<file path="src/include/adcs_pkg.sv">
// Function
// acquisition duration is programmable from 2 to 20 conversion-clock periods
// nonzero acquisition: keep sampling that long after start, then convert unaided
// zero acquisition field: start stops sampling at once and converts immediately
// acquisition-time field resets to zero, selecting manual acquisition
// on completion clear start bit, set complete flag, resume sampling
// no status tells acquisition from conversion; start bit stays set for both
// every 10-bit conversion takes exactly 11 conversion-clock periods
// clock select: 000=2,100=4,001=8,101=16,010=32,110=64 oscillator periods, x11=RC
// sampling switch opens when conversion starts and stays open throughout
// manual mode: software waits the acquisition time before setting start
// software picks the shortest conversion period above about 2 us
// software uses each divider only below its frequency limit
// with RC clock above 1 MHz the device should sleep during conversion
// RC conversion clock has a nominal period of about 4 us
// acquisition field: 001=2,010=4,011=6,100=8,101=12,110=16,111=20 periods
// RC clock selected: one instruction cycle passes before the clock runs
// result registers load together with start-bit clear and flag set
// phases timed by counting conversion-clock periods, reloaded on each new start
package adcs_pkg;

  // ------------------------------------------------------------------
  // register map (byte addresses)
  // ------------------------------------------------------------------
  localparam logic [7:0] ADDR_CTRL = 8'h00;
  localparam logic [7:0] ADDR_TIMING = 8'h04;
  localparam logic [7:0] ADDR_RES_HI = 8'h08;
  localparam logic [7:0] ADDR_RES_LO = 8'h0C;
  localparam logic [7:0] ADDR_STATUS = 8'h10;
  localparam logic [7:0] ADDR_MASK = 8'h14;

  // ------------------------------------------------------------------
  // field positions and reset values
  // ------------------------------------------------------------------
  localparam int CTRL_ON_BIT = 0;
  localparam int CTRL_GO_BIT = 1;
  localparam int CTRL_CHAN_LSB = 2;
  localparam int TIMING_CLK_LSB = 0;
  localparam int TIMING_ACQ_LSB = 3;
  localparam int TIMING_FMT_BIT = 7;
  localparam int STAT_DONE_BIT = 0;
  localparam logic [2:0] ACQ_SEL_RST = 3'h0;
  localparam logic [2:0] CLK_SEL_RST = 3'h0;
  localparam logic [3:0] CHAN_RST = 4'h0;
  localparam logic [7:0] RES_RST = 8'h00;

  // ------------------------------------------------------------------
  // timing
  // ------------------------------------------------------------------
  localparam int CLK_PERIOD_NS = 40;
  localparam int RC_TAD_NS = 4000;
  localparam logic [7:0] RC_TAD_CYC = 8'(RC_TAD_NS / CLK_PERIOD_NS);
  localparam logic [7:0] TCY_CYC = 8'h04;
  localparam logic [3:0] CONV_LAST_TAD = 4'hA;
  localparam logic [9:0] SAR_FIRST_TRIAL = 10'h200;

  typedef enum logic [1:0] {ST_IDLE, ST_ACQ, ST_CONV} adcs_state_e;

  function automatic logic is_rc(input logic [2:0] sel);
    return sel[1:0] == 2'b11;
  endfunction

  // conversion clock period in system clock cycles
  function automatic logic [7:0] tad_cycles(input logic [2:0] sel);
    logic [2:0] expo;
    expo = 3'd1 + {2'b00, sel[2]} + {sel[1:0], 1'b0};
    if (is_rc(sel)) begin
      return RC_TAD_CYC;
    end
    return 8'(8'h01 << expo);
  endfunction

  function automatic logic [4:0] acq_periods(input logic [2:0] sel);
    case (sel)
      3'h1: return 5'd2;
      3'h2: return 5'd4;
      3'h3: return 5'd6;
      3'h4: return 5'd8;
      3'h5: return 5'd12;
      3'h6: return 5'd16;
      3'h7: return 5'd20;
      default: return 5'd0;
    endcase
  endfunction

endpackage

</file>
<file path="src/include/adcs_conv_if.sv">
`timescale 1ns/1ps
`default_nettype none
interface adcs_conv_if;
  logic run;
  logic [2:0] clk_sel;
  logic tick;
  logic start;
  logic abort;
  logic cmp;
  logic [9:0] code;
  logic done;
  logic [9:0] result;
  modport seq (output run, clk_sel, start, abort, cmp, input tick, code, done, result);
  modport tadgen (input run, clk_sel, output tick);
  modport sar (input tick, start, abort, cmp, output code, done, result);
endinterface
`default_nettype wire

</file>
<file path="src/rtl/adcs_top.sv">
// Register access over AHB-Lite and the register offsets are this design's own decisions.
`timescale 1ns/1ps
`default_nettype none
module adcs_top (
  input wire logic clk,
  input wire logic rst_n,
  input wire logic hsel,
  input wire logic [31:0] haddr,
  input wire logic [1:0] htrans,
  input wire logic hwrite,
  input wire logic [2:0] hsize,
  input wire logic [31:0] hwdata,
  input wire logic hready,
  output logic [31:0] hrdata,
  output logic hreadyout,
  output logic hresp,
  input wire logic cmp_in,
  output logic [9:0] dac_code,
  output logic [3:0] chan_sel,
  output logic sample_en,
  output logic irq
);

  // ------------------------------------------------------------------
  // state
  // ------------------------------------------------------------------
  logic on_reg;
  logic go_reg;
  logic [3:0] chan_reg;
  logic [2:0] acq_sel_reg;
  logic [2:0] clk_sel_reg;
  logic fmt_reg;
  logic [2:0] clk_run_reg;
  logic [7:0] res_hi_reg;
  logic [7:0] res_lo_reg;
  logic status_reg;
  logic mask_reg;
  logic [4:0] acq_cnt_reg;
  adcs_pkg::adcs_state_e state_reg;
  adcs_pkg::adcs_state_e state_next;
  logic [31:0] hrdata_reg;
  logic hreadyout_reg;
  logic hresp_reg;
  logic sample_en_reg;
  logic irq_reg;
  logic [3:0] chan_out_reg;

  // ------------------------------------------------------------------
  // converter interface, declared ahead of every use
  // ------------------------------------------------------------------
  adcs_conv_if conv ();

  // ------------------------------------------------------------------
  // bus slave: zero wait states, always okay
  // ------------------------------------------------------------------
  logic addr_ok;
  logic wr_pend_reg;
  logic [7:0] wr_addr_reg;
  logic wr_ctrl;
  logic wr_timing;
  logic wr_status;
  logic wr_mask;
  logic wr_res_hi;
  logic wr_res_lo;
  logic [31:0] rd_mux;

  // only the low address byte is decoded and hsize is not looked at:
  // every register is one aligned word
  assign addr_ok = hsel && hready && htrans[1];
  assign wr_ctrl = wr_pend_reg && (wr_addr_reg == adcs_pkg::ADDR_CTRL);
  assign wr_timing = wr_pend_reg && (wr_addr_reg == adcs_pkg::ADDR_TIMING);
  assign wr_status = wr_pend_reg && (wr_addr_reg == adcs_pkg::ADDR_STATUS);
  assign wr_mask = wr_pend_reg && (wr_addr_reg == adcs_pkg::ADDR_MASK);
  assign wr_res_hi = wr_pend_reg && (wr_addr_reg == adcs_pkg::ADDR_RES_HI);
  assign wr_res_lo = wr_pend_reg && (wr_addr_reg == adcs_pkg::ADDR_RES_LO);

  always_comb begin
    rd_mux = 32'h0000_0000;
    case (haddr[7:0])
      adcs_pkg::ADDR_CTRL: begin
        // only the start bit shows activity; the phase stays hidden
        rd_mux[adcs_pkg::CTRL_ON_BIT] = on_reg;
        rd_mux[adcs_pkg::CTRL_GO_BIT] = go_reg;
        rd_mux[adcs_pkg::CTRL_CHAN_LSB +: 4] = chan_reg;
      end
      adcs_pkg::ADDR_TIMING: begin
        rd_mux[adcs_pkg::TIMING_CLK_LSB +: 3] = clk_sel_reg;
        rd_mux[adcs_pkg::TIMING_ACQ_LSB +: 3] = acq_sel_reg;
        rd_mux[adcs_pkg::TIMING_FMT_BIT] = fmt_reg;
      end
      adcs_pkg::ADDR_RES_HI: rd_mux[7:0] = res_hi_reg;
      adcs_pkg::ADDR_RES_LO: rd_mux[7:0] = res_lo_reg;
      adcs_pkg::ADDR_STATUS: rd_mux[adcs_pkg::STAT_DONE_BIT] = status_reg;
      adcs_pkg::ADDR_MASK: rd_mux[adcs_pkg::STAT_DONE_BIT] = mask_reg;
      default: rd_mux = 32'h0000_0000;
    endcase
  end

  // read data is sampled in the address phase; the master never overlaps
  // a write data phase with a following address phase, so it is never stale
  always_ff @(posedge clk or negedge rst_n) begin
    if (!rst_n) begin
      wr_pend_reg <= 1'b0;
      wr_addr_reg <= 8'h00;
      hrdata_reg <= 32'h0000_0000;
      hreadyout_reg <= 1'b0;
      hresp_reg <= 1'b0;
    end else begin
      // low only in reset, so no access is taken before the slave is up
      hreadyout_reg <= 1'b1;
      hresp_reg <= 1'b0;
      wr_pend_reg <= addr_ok && hwrite;
      if (addr_ok) begin
        wr_addr_reg <= haddr[7:0];
      end
      if (addr_ok && !hwrite) begin
        hrdata_reg <= rd_mux;
      end
    end
  end

  // ------------------------------------------------------------------
  // start and abort decode
  // ------------------------------------------------------------------
  logic start_req;
  logic abort_req;
  logic done_evt;
  logic [4:0] acq_len;

  assign done_evt = conv.done;
  assign acq_len = adcs_pkg::acq_periods(acq_sel_reg);
  // start only from rest and only when the converter was already on
  assign start_req = wr_ctrl && hwdata[adcs_pkg::CTRL_GO_BIT] && on_reg &&
                     (state_reg == adcs_pkg::ST_IDLE);
  // clearing start or switching off while busy discards the conversion
  assign abort_req = wr_ctrl && (state_reg != adcs_pkg::ST_IDLE) &&
                     (!hwdata[adcs_pkg::CTRL_GO_BIT] || !hwdata[adcs_pkg::CTRL_ON_BIT]);

  // ------------------------------------------------------------------
  // sequencer
  // ------------------------------------------------------------------
  always_comb begin
    state_next = state_reg;
    case (state_reg)
      adcs_pkg::ST_IDLE: begin
        if (start_req) begin
          if (acq_len == 5'd0) begin
            state_next = adcs_pkg::ST_CONV;
          end else begin
            state_next = adcs_pkg::ST_ACQ;
          end
        end
      end
      adcs_pkg::ST_ACQ: begin
        // an abort outranks the tick, so a late clear never starts a conversion
        if (abort_req) begin
          state_next = adcs_pkg::ST_IDLE;
        end else if (conv.tick && acq_cnt_reg == 5'd1) begin
          state_next = adcs_pkg::ST_CONV;
        end
      end
      adcs_pkg::ST_CONV: begin
        if (abort_req || done_evt) begin
          state_next = adcs_pkg::ST_IDLE;
        end
      end
      default: state_next = adcs_pkg::ST_IDLE;
    endcase
  end

  always_ff @(posedge clk or negedge rst_n) begin
    if (!rst_n) begin
      state_reg <= adcs_pkg::ST_IDLE;
    end else begin
      state_reg <= state_next;
    end
  end

  // acquisition counter, reloaded on every fresh start
  // a zero length never enters the acquisition state, so zero is never counted
  always_ff @(posedge clk or negedge rst_n) begin
    if (!rst_n) begin
      acq_cnt_reg <= 5'd0;
    end else if (start_req) begin
      acq_cnt_reg <= acq_len;
    end else if (state_reg == adcs_pkg::ST_ACQ && conv.tick) begin
      acq_cnt_reg <= 5'(acq_cnt_reg - 5'd1);
    end
  end

  // clock choice is frozen for the run so a rewrite cannot stretch it
  always_ff @(posedge clk or negedge rst_n) begin
    if (!rst_n) begin
      clk_run_reg <= adcs_pkg::CLK_SEL_RST;
    end else if (start_req) begin
      clk_run_reg <= clk_sel_reg;
    end
  end

  // ------------------------------------------------------------------
  // control registers
  // ------------------------------------------------------------------
  always_ff @(posedge clk or negedge rst_n) begin
    if (!rst_n) begin
      on_reg <= 1'b0;
      chan_reg <= adcs_pkg::CHAN_RST;
    end else if (wr_ctrl) begin
      on_reg <= hwdata[adcs_pkg::CTRL_ON_BIT];
      chan_reg <= hwdata[adcs_pkg::CTRL_CHAN_LSB +: 4];
    end
  end

  // start bit: set by software, held through both phases, cleared at the end
  // a start while busy is ignored, not queued
  always_ff @(posedge clk or negedge rst_n) begin
    if (!rst_n) begin
      go_reg <= 1'b0;
    end else if (start_req) begin
      go_reg <= 1'b1;
    end else if (done_evt || abort_req) begin
      go_reg <= 1'b0;
    end
  end

  always_ff @(posedge clk or negedge rst_n) begin
    if (!rst_n) begin
      acq_sel_reg <= adcs_pkg::ACQ_SEL_RST;
      clk_sel_reg <= adcs_pkg::CLK_SEL_RST;
      fmt_reg <= 1'b0;
    end else if (wr_timing) begin
      acq_sel_reg <= hwdata[adcs_pkg::TIMING_ACQ_LSB +: 3];
      clk_sel_reg <= hwdata[adcs_pkg::TIMING_CLK_LSB +: 3];
      fmt_reg <= hwdata[adcs_pkg::TIMING_FMT_BIT];
    end
  end

  // ------------------------------------------------------------------
  // result registers: loaded by a completed conversion or by a software write
  // ------------------------------------------------------------------
  // a completion outranks a software write in the same cycle
  always_ff @(posedge clk or negedge rst_n) begin
    if (!rst_n) begin
      res_hi_reg <= adcs_pkg::RES_RST;
      res_lo_reg <= adcs_pkg::RES_RST;
    end else if (done_evt && state_reg == adcs_pkg::ST_CONV) begin
      if (fmt_reg) begin
        res_hi_reg <= {6'h00, conv.result[9:8]};
        res_lo_reg <= conv.result[7:0];
      end else begin
        res_hi_reg <= conv.result[9:2];
        res_lo_reg <= {conv.result[1:0], 6'h00};
      end
    end else begin
      if (wr_res_hi) begin
        res_hi_reg <= hwdata[7:0];
      end
      if (wr_res_lo) begin
        res_lo_reg <= hwdata[7:0];
      end
    end
  end

  // ------------------------------------------------------------------
  // completion flag, mask, interrupt
  // ------------------------------------------------------------------
  // a completion in the clearing cycle wins, so no event is lost
  always_ff @(posedge clk or negedge rst_n) begin
    if (!rst_n) begin
      status_reg <= 1'b0;
    end else if (done_evt && state_reg == adcs_pkg::ST_CONV) begin
      status_reg <= 1'b1;
    end else if (wr_status && hwdata[adcs_pkg::STAT_DONE_BIT]) begin
      status_reg <= 1'b0;
    end
  end

  always_ff @(posedge clk or negedge rst_n) begin
    if (!rst_n) begin
      mask_reg <= 1'b0;
    end else if (wr_mask) begin
      mask_reg <= hwdata[adcs_pkg::STAT_DONE_BIT];
    end
  end

  always_ff @(posedge clk or negedge rst_n) begin
    if (!rst_n) begin
      irq_reg <= 1'b0;
    end else begin
      // registered, so irq trails the flag by one cycle
      irq_reg <= status_reg && mask_reg;
    end
  end

  // ------------------------------------------------------------------
  // analog side: switch opens in the very edge the conversion begins
  // ------------------------------------------------------------------
  always_ff @(posedge clk or negedge rst_n) begin
    if (!rst_n) begin
      sample_en_reg <= 1'b0;
      chan_out_reg <= adcs_pkg::CHAN_RST;
    end else begin
      sample_en_reg <= on_reg && (state_next != adcs_pkg::ST_CONV);
      // the pin follows the control write one cycle later
      chan_out_reg <= chan_reg;
    end
  end

  // ------------------------------------------------------------------
  // conversion clock and successive approximation
  // ------------------------------------------------------------------
  assign conv.run = (state_reg != adcs_pkg::ST_IDLE);
  // idle shows the live choice so the first period after a start already
  // uses the new divider; a run keeps the one latched at its start
  assign conv.clk_sel = (state_reg == adcs_pkg::ST_IDLE) ? clk_sel_reg :
                        clk_run_reg;
  assign conv.start = (state_next == adcs_pkg::ST_CONV) && (state_reg != adcs_pkg::ST_CONV);
  assign conv.abort = abort_req;
  assign conv.cmp = cmp_in;

  adcs_tad_gen u_tad_gen (
    .clk(clk),
    .rst_n(rst_n),
    .conv(conv.tadgen)
  );

  adcs_sar u_sar (
    .clk(clk),
    .rst_n(rst_n),
    .conv(conv.sar)
  );

  // ------------------------------------------------------------------
  // outputs
  // ------------------------------------------------------------------
  assign hrdata = hrdata_reg;
  assign hreadyout = hreadyout_reg;
  // no access can fail, so the response stays okay
  assign hresp = hresp_reg;
  assign dac_code = conv.code;
  assign chan_sel = chan_out_reg;
  assign sample_en = sample_en_reg;
  assign irq = irq_reg;

endmodule
`default_nettype wire

</file>
<file path="src/rtl/adcs_tad_gen.sv">
`timescale 1ns/1ps
`default_nettype none
module adcs_tad_gen (
  input wire logic clk,
  input wire logic rst_n,
  adcs_conv_if.tadgen conv
);

  logic [7:0] cnt_reg;
  logic [7:0] period;
  logic [7:0] first_load;

  assign period = adcs_pkg::tad_cycles(conv.clk_sel);
  // the rc source waits one instruction cycle so a sleep can be entered first
  assign first_load = adcs_pkg::is_rc(conv.clk_sel) ?
                      8'(period - 8'h01 + adcs_pkg::TCY_CYC) : 8'(period - 8'h01);
  assign conv.tick = conv.run && (cnt_reg == 8'h00);

  always_ff @(posedge clk or negedge rst_n) begin
    if (!rst_n) begin
      cnt_reg <= 8'h00;
    end else if (!conv.run) begin
      cnt_reg <= first_load;
    end else if (cnt_reg == 8'h00) begin
      cnt_reg <= 8'(period - 8'h01);
    end else begin
      cnt_reg <= 8'(cnt_reg - 8'h01);
    end
  end

endmodule
`default_nettype wire

</file>
<file path="src/rtl/adcs_sar.sv">
`timescale 1ns/1ps
`default_nettype none
module adcs_sar (
  input wire logic clk,
  input wire logic rst_n,
  adcs_conv_if.sar conv
);

  logic [9:0] code_reg;
  logic [9:0] trial_reg;
  logic [3:0] idx_reg;
  logic busy_reg;
  logic done_reg;
  logic [9:0] result_reg;

  assign conv.code = code_reg;
  assign conv.done = done_reg;
  assign conv.result = result_reg;

  always_ff @(posedge clk or negedge rst_n) begin
    if (!rst_n) begin
      code_reg <= 10'h000;
      trial_reg <= 10'h000;
      idx_reg <= 4'h0;
      busy_reg <= 1'b0;
      done_reg <= 1'b0;
      result_reg <= 10'h000;
    end else begin
      done_reg <= 1'b0;
      if (conv.abort) begin
        busy_reg <= 1'b0;
      end else if (conv.start) begin
        busy_reg <= 1'b1;
        idx_reg <= 4'h0;
        code_reg <= adcs_pkg::SAR_FIRST_TRIAL;
        trial_reg <= adcs_pkg::SAR_FIRST_TRIAL;
      end else if (busy_reg && conv.tick) begin
        // ten decision periods and one period to hand the result over
        if (idx_reg == adcs_pkg::CONV_LAST_TAD) begin
          busy_reg <= 1'b0;
          done_reg <= 1'b1;
          result_reg <= code_reg;
        end else begin
          code_reg <= (conv.cmp ? code_reg : (code_reg & ~trial_reg)) | (trial_reg >> 1);
          trial_reg <= trial_reg >> 1;
          idx_reg <= 4'(idx_reg + 4'h1);
        end
      end
    end
  end

endmodule
`default_nettype wire

</file>
<file path="config.mk">
export PLATFORM = sky130hd
export DESIGN_NAME = adcs_top
export DESIGN_NICKNAME = d
export VERILOG_FILES = /design/src/include/adcs_pkg.sv /design/src/include/adcs_conv_if.sv /design/src/rtl/adcs_top.sv /design/src/rtl/adcs_tad_gen.sv /design/src/rtl/adcs_sar.sv
export SDC_FILE = /design/constraint.sdc
export NUM_CORES = 1
export LEC_CHECK = 0
export CAP_MARGIN = 30
export CORE_MARGIN = 2
export CORE_UTILIZATION = 58
export CTS_CLUSTER_SIZE = 30
export DETAILED_ROUTE_END_ITERATION = 10
export DONT_BUFFER_PORTS = 1
export GPL_TIMING_DRIVEN = 0
export PLACE_DENSITY = 0.82
export SETUP_SLACK_MARGIN = 0.1
export SYNTH_ARGS = -nofsm -noshare
export SYNTH_HDL_FRONTEND = slang
export SYNTH_SLANG_ARGS = --single-unit
</file>
<file path="constraint.sdc">
create_clock -name clk -period 3.2 [get_ports clk]
set_clock_uncertainty 0.05 [all_clocks]
set_input_delay 0.64 -clock clk [delete_from_list [all_inputs] [get_ports clk]]
set_output_delay 0.64 -clock clk [all_outputs]
set_load 0.03 [all_outputs]
</file>
==> results by group, run 1 <==
Outcome
  – Outcome: finished with violations
  – Failing checks: negative hold slack

Timing
  – Period utilization: 90.1%
  – Final setup vio count: 0
  – Fin crit period: a little under 3 ns
  – Worst-Margin Slew: around 0.85 ns
  – RSZ-0062 raised after global routing: false
  – Final hold vios: between 100 and 150
  – Post-route setup slack: approximately 0.32 ns
  – Final Slew Violations: 0
  – Worst slew margin: between 40% and 50%
  – Max Fclk: ~350 MHz
  – Fin Hold WS: -0.120 ns

Drt
  – Initial drt markers: 282
  – TritonRoute pass-1 iters: 5
  – Vias per cell: ~6
  – Wire per inst: between 15 and 20 um
  – DRT antenna net count: 0
  – Via count: between 3000 and 4000
  – Drc violations: 0
  – Final wirelength: between 10000 and 15000 um

Final layout
  – Commonest non-fill, non-tap cell in the layout: dfrtp_1
  – Area Overhead vs Synth: 8.51%
  – Most frequent cells in the layout: dfrtp_1 (109), nand2_1 (47), a21oi_1 (43)
  – Final net count: ~610
  – Layout cells sized above 1: a little under a fifth
  – Ant. Diodes: 0

Synthesis
  – Mux cell area share after synthesis: 13.4%
  – Syn Std Cell Area: ~5400 sq um
  – Ys Warns: 0
  – XOR/XNOR Fraction of Synth Area: 1.61%
  – Synth Flop Type: dfrtp_1
  – Ys async rst share: 100%
  – Synth Area in Simple Gates: 13.7%
  – Flops & latches, synth: around 110
  – Syn_area_per_cell: 11.1 sq um
  – Sequential element share of the synthesized area: between 50% and 60%
  – Synth unique cells: 58
  – Synth Area in Adders: between 2 and 3%
  – Number of synthesized flops with an enable pin: 0
  – Largest family of logic cells by synthesized area: simple AND/OR/NAND/NOR gates
  – Compound-gate portion of the synthesized area: 12.7%
  – Mapped Cells: 489

Hold path
  – Hold crit path type: in2async

Critical path
  – Worst R2R Setup Slack: approximately 0.32 ns
  – WP buf/inv: 2
  – Crit path DAT: around 3.2 ns
  – Worst Path Required: ~3.5 ns
  – CP Class: reg2reg
  – Worst R2R End: u_sar.trial_reg[6]
  – CP max FO: 10
  – R2R cell count: 7
  – Cell Chain, Critical Path: or4_1 -> clkbuf_1 -> a2111oi_4 -> o22a_1 -> a21o_1 -> clkbuf_1 -> a22o_1
  – Crit path launch type: register
  – Worst path max stage delay: 0.52 ns
  – Slowest cell on crit path: or4_1
  – CP top delay family: compound AO/OA/AOI/OAI gates
  – Reg2reg start: wr_addr_reg[1]
  – Endpoint class of the critical path: register
  – CP dominant cell by count: clkbuf_1

Job
  – Maximum capacitance violations: 0

Power and ir drop
  – Leakage: roughly 2.7 nW
  – Seq pwr share: roughly 58%
  – VDD IR max: 0.235 mV
  – Combinational share of power: 12.5%
  – Cell Pwr Density: between 400 and 500 nW/um^2
  – Internal power: slightly below 2 mW
  – Switch share: between 20% and 30%
  – Psw: 0.787 mW
  – Clock power share: 29.7%
  – Power, Total: about 2.7 mW

Global route
  – Total track usage: a little under a quarter
  – Largest net degree at the start of global routing: between 100 and 150
  – First-pass GRT wire length: between 15000 and 20000 um
  – Vias in the first global route: roughly 3700
  – Initial antenna violation count: 0
  – Total grt overflow: 0

Clock tree
  – Max H-tree Level: 3
  – Sink Count: 109
  – Worst skew pair latency: approximately 0.38 ns
  – CTS clk-pin slew, worst paths: approximately 0.12 ns
  – Clock root cell: clkbuf_8
  – TritonCTS clock tree: built
  – Clock Path Buffers: 2
  – Cts bufs inserted: 9

Die
  – Initial Util: 59.4%
  – Core Rows: 35
  – I/O pin cnt: about 130
  – Die area: between 10000 and 15000 sq um
  – Chip Height: approximately 100 um
  – Die width: 101 um
  – Core area: approximately 9200 sq um

Placed design
  – DPL Wire Length: approximately 7900 um
  – Routability cong.: 0.873
  – PortBufs: 0
  – Pre-CTS setup slack: -0.269 ns
## logic make-up after synthesis
family / Yosys count
simple gates: 136
flops: 109
compound gates: 101
mux: 61
buf+inv: 59
fa+ha+maj: 11
xor+xnor: 10
other cells: 2
## routing by layer
metal	GRT usage, %	up-vias	share of wire (%)
met5	0	-	0
met4	10.7	0	2.8
met3	4.30	25	6.7
met2	36.7	139	49
met1	33.3	1893	42
li1	-	1786	-
## synth_stat cells, types with 4 or more instances
library cell  number  area [sq um]
xor2_1             4          35.0
nor3_1             8          40.0
clkbuf_1          18          67.6
mux2i_1           21           210
a21oi_1           43           215
nand2_1           47           176
a211oi_1           4          30.0
buf_4             25           188
a32o_1             4          40.0
a22o_1            10          87.6
inv_1             14          52.6
nor2_1            18          67.6
nand3_1            9          45.0
mux4_2             6           135
nand3b_1           4          30.0
and2_1             6          37.5
and3_1             4          25.0
a21bo_2            5          50.1
xnor2_1            6          52.6
a21o_1             4          30.0
mux2_2            34           383
nand4_1            5          31.3
o21ai_0           13          65.1
dfrtp_1          109          2730
nand2b_1           6          37.5
ha_1              11           138
or4_1              4          30.0
## layout make-up
| type | count | area [sq um] |
|---|---|---|
| sequential | 109 | 2730 |
| buffer | 44 | 262 |
| fill | 695 | 3250 |
| multi-input combinational | 345 | 2530 |
| inverter | 14 | 52.6 |
| clock buffer | 10 | 128 |
| clock inverter | 6 | 62.6 |
| tap | 111 | 139 |
## worst max-delay path by stage
stage | start | endpoint | cells past startpoint
3_3_place_gp | u_tad_gen.cnt_reg[0] | u_sar.conv.code[8] | 7
3_5_place_dp | u_tad_gen.cnt_reg[0] | u_sar.conv.code[8] | 7
2_1_floorplan | state_reg[1] | u_tad_gen.cnt_reg[3] | 9
4_1_cts | u_tad_gen.cnt_reg[3] | u_sar.trial_reg[4] | 6
5_1_grt | wr_addr_reg[1] | u_sar.idx_reg[2] | 7
6_report | wr_addr_reg[1] | u_sar.trial_reg[6] | 7
## power by group through the flow
stage | sequential [mW] | combinational (mW) | clock [mW]
floorplan | 1.56 | 0.279 | 0
global placement | 1.58 | 0.313 | 0
detailed placement | 1.58 | 0.326 | 0
CTS | 1.56 | 0.331 | 0.824
global route | 1.57 | 0.374 | 0.882
finish | 1.56 | 0.339 | 0.805
## metrics by stage
stage,instances,hold WS [ns],cell area [sq um],setup TNS (ns),util (%)
4_1_cts,639,-0.129,5880,0,64.2
2_1_floorplan,513,0.294,5530,0,-
5_1_grt,639,-0.143,5900,0,64.5
3_3_place_gp,624,0.296,5670,-0.760,61.9
3_5_place_dp,624,0.296,5670,-3.48,61.9
6_report,639,-0.120,5900,0,64.5
## what timing repair did
action | 4_1_cts | 5_1_grt
endpoints found under the setup margin | 17 | 12
setup buffers | 0 | 0
pin swaps | 0 | 2
resized for setup | 4 | 5
hold endpoints to repair | 109 | 109
(Power assumes the default switching activity.)
==> inputs of run 2 (changes only) <==
==> constraint.sdc (replaced) <==
create_clock -name clk -period 3.2 [get_ports clk]
set_clock_uncertainty 0.05 [all_clocks]
set_input_delay 0.16 -clock clk [delete_from_list [all_inputs] [get_ports clk]]
set_output_delay 0.16 -clock clk [all_outputs]
set_load 0.03 [all_outputs]
==> results by group, run 2 (synthesis gave the netlist of run 1 again) <==
Placed design
  – Routability cong.: roughly 0.87
  – DPL Wire Length: 7940 um
  – PortBufs: 0
  – Placed Instance Area: approximately 5700 sq um

Global route
  – Initial antenna violation count: 0
  – Total track usage: about a quarter
  – Largest net degree at the start of global routing: 110
  – First-pass GRT wire length: a little under 20000 um
  – Total grt overflow: 0
  – Vias in the first global route: approximately 3900

Final layout
  – Ant. Diodes: 0
  – Final net count: ~630
  – Finished Cell Area: 6100 sq um
  – Layout cells sized above 1: between 10% and 20%
  – Commonest non-fill, non-tap cell in the layout: dfrtp_1
  – Fill cells: 660
  – Area Overhead vs Synth: 12.1%
  – Most frequent cells in the layout: dfrtp_1 (109), nand2_1 (47), a21oi_1 (43)

Timing
  – Worst-Margin Slew: around 0.9 ns
  – Final Slew Violations: 0
  – Period utilization: between 80% and 90%
  – RSZ-0062 raised after global routing: false
  – Final hold vios: 0
  – Final setup vio count: 0
  – Fin crit period: 2.87 ns
  – Worst slew margin: about two fifths
  – Max Fclk: 349 MHz
  – Fin Hold WS: between 0.02 and 0.025 ns

Critical path
  – CP max FO: 10
  – Slowest cell on crit path: or4_1
  – CP top delay family: compound AO/OA/AOI/OAI gates
  – R2R cell count: 7
  – CP Depth: 7
  – CP Class: reg2reg
  – Worst Path Required: around 3.5 ns
  – Cell Chain, Critical Path: or4_1 -> clkbuf_1 -> a2111oi_4 -> o22a_1 -> a21o_1 -> clkbuf_1 -> a22o_1
  – Worst R2R End: u_sar.trial_reg[6]
  – Crit path launch type: register
  – WP buf/inv: 2
  – CP dominant cell by count: clkbuf_1
  – Reg2reg start: wr_addr_reg[1]
  – Crit path DAT: between 3 and 4 ns
  – Worst path max stage delay: approximately 0.52 ns
  – Worst R2R Setup Slack: around 0.33 ns
  – Endpoint class of the critical path: register

Hold path
  – Hold_sp: cmp_in
  – Hold crit path type: in2reg
  – Hold path depth: 3
  – Hold EP: u_sar.conv.code[9]

Power and ir drop
  – VDD IR max: approximately 0.24 mV
  – Cell Pwr Density: approximately 450 nW/um^2
  – Leakage: between 2 and 3 nW

Drt
  – Drc violations: 0
  – DRT antenna net count: 0
  – Wire per inst: 17.7 um
  – Final wirelength: ~12000 um
  – Vias per cell: between 5 and 6
  – Initial drt markers: roughly 300
  – TritonRoute pass-1 iters: 5
  – Via count: 3876

Die
  – Core Rows: 35
  – Die area: 10200 sq um
  – Die width: 101 um
  – Core area: about 9200 sq um
  – Chip Height: between 100 and 150 um
  – Initial Util: a little under 60%
  – I/O pin cnt: 125

Clock tree
  – TritonCTS clock tree: built
  – Sink Count: around 110
  – CTS clk-pin slew, worst paths: 0.12 ns
  – Clock root cell: clkbuf_8
  – Clock Path Buffers: 2
  – Max H-tree Level: 3
  – Worst skew pair latency: 0.39 ns
  – Cts bufs inserted: 9

Outcome
  – Outcome: finished clean

Job
  – Maximum capacitance violations: 0
## run 2: changes by cell type in the layout (fill, tap and decap cells not counted), sizes merged
| cell | before | now |
|---|---|---|
| buf | 27 | 28 |
| dlygate4sd3 | 0 | 17 |
## run 2: layout make-up
type                            instances  area [sq um]  share of cell area, %
Inverter                               14          52.6                  0.862
Buffer                                 44           262                   4.29
Multi-Input combinational cell        345          2530                   41.5
Timing Repair Buffer                   18           198                   3.24
Clock inverter                          6          62.6                   1.03
Clock buffer                           10           128                   2.09
Sequential cell                       109          2730                   44.7
Tap cell                              111           139                   2.28
## run 2: how the worst max path moves through the flow
stage,slack (ns),from,endpoint
2_1_floorplan,0.23,state_reg[1],u_tad_gen.cnt_reg[3]
3_5_place_dp,-0.27,u_tad_gen.cnt_reg[0],u_sar.conv.code[8]
6_report,0.33,wr_addr_reg[1],u_sar.trial_reg[6]
3_3_place_gp,-0.08,u_tad_gen.cnt_reg[0],u_sar.conv.code[8]
4_1_cts,0.10,u_tad_gen.cnt_reg[3],u_sar.trial_reg[4]
5_1_grt,0.11,wr_addr_reg[7],u_sar.idx_reg[2]
## run 2: worst register-to-register path: cells and delay by family (launching register included)
family / cells / cell delay, ns
AOI/OAI and AO/OA: 4 / 1.20
and+or+nand+nor: 1 / 0.52
buffers and inverters: 2 / 0.60
DFF: 1 / 0.44
## run 2: what timing repair did
action	in CTS	in global routing
hold buffers	18	0
gates cloned	0	0
hold endpoints to repair	148	0
gates resized for setup	4	5
pin swaps	0	2
setup endpoints to repair	17	12
setup buffers	0	0
## run 2: per-stage QoR
stage | std cells | setup WS (ns) | total power [mW] | util (%) | TNS [ns]
floorplan | 513 | 0.235 | 1.84 | - | 0
global placement | 624 | -0.0783 | 1.89 | 61.9 | -0.760
detailed placement | 624 | -0.269 | 1.91 | 61.9 | -3.48
CTS | 657 | 0.103 | 2.76 | 66.4 | 0
global route | 657 | 0.109 | 2.89 | 66.6 | 0
finish | 657 | 0.332 | 2.77 | 66.6 | 0
## run 2: routing by layer
| layer | GRT usage (%) | wire length (um) |
|---|---|---|
| met5 | 0 | 0 |
| met2 | 39.1 | 5720 |
| met3 | 4.23 | 717 |
| met4 | 11.4 | 371 |
| met1 | 33.2 | 4840 |
## run 2: power breakdown
part | switching [mW] | internal [mW]
clock | 0.506 | 0.306
sequential | 0.100 | 1.46
combinational | 0.223 | 0.169
total | 0.829 | 1.94
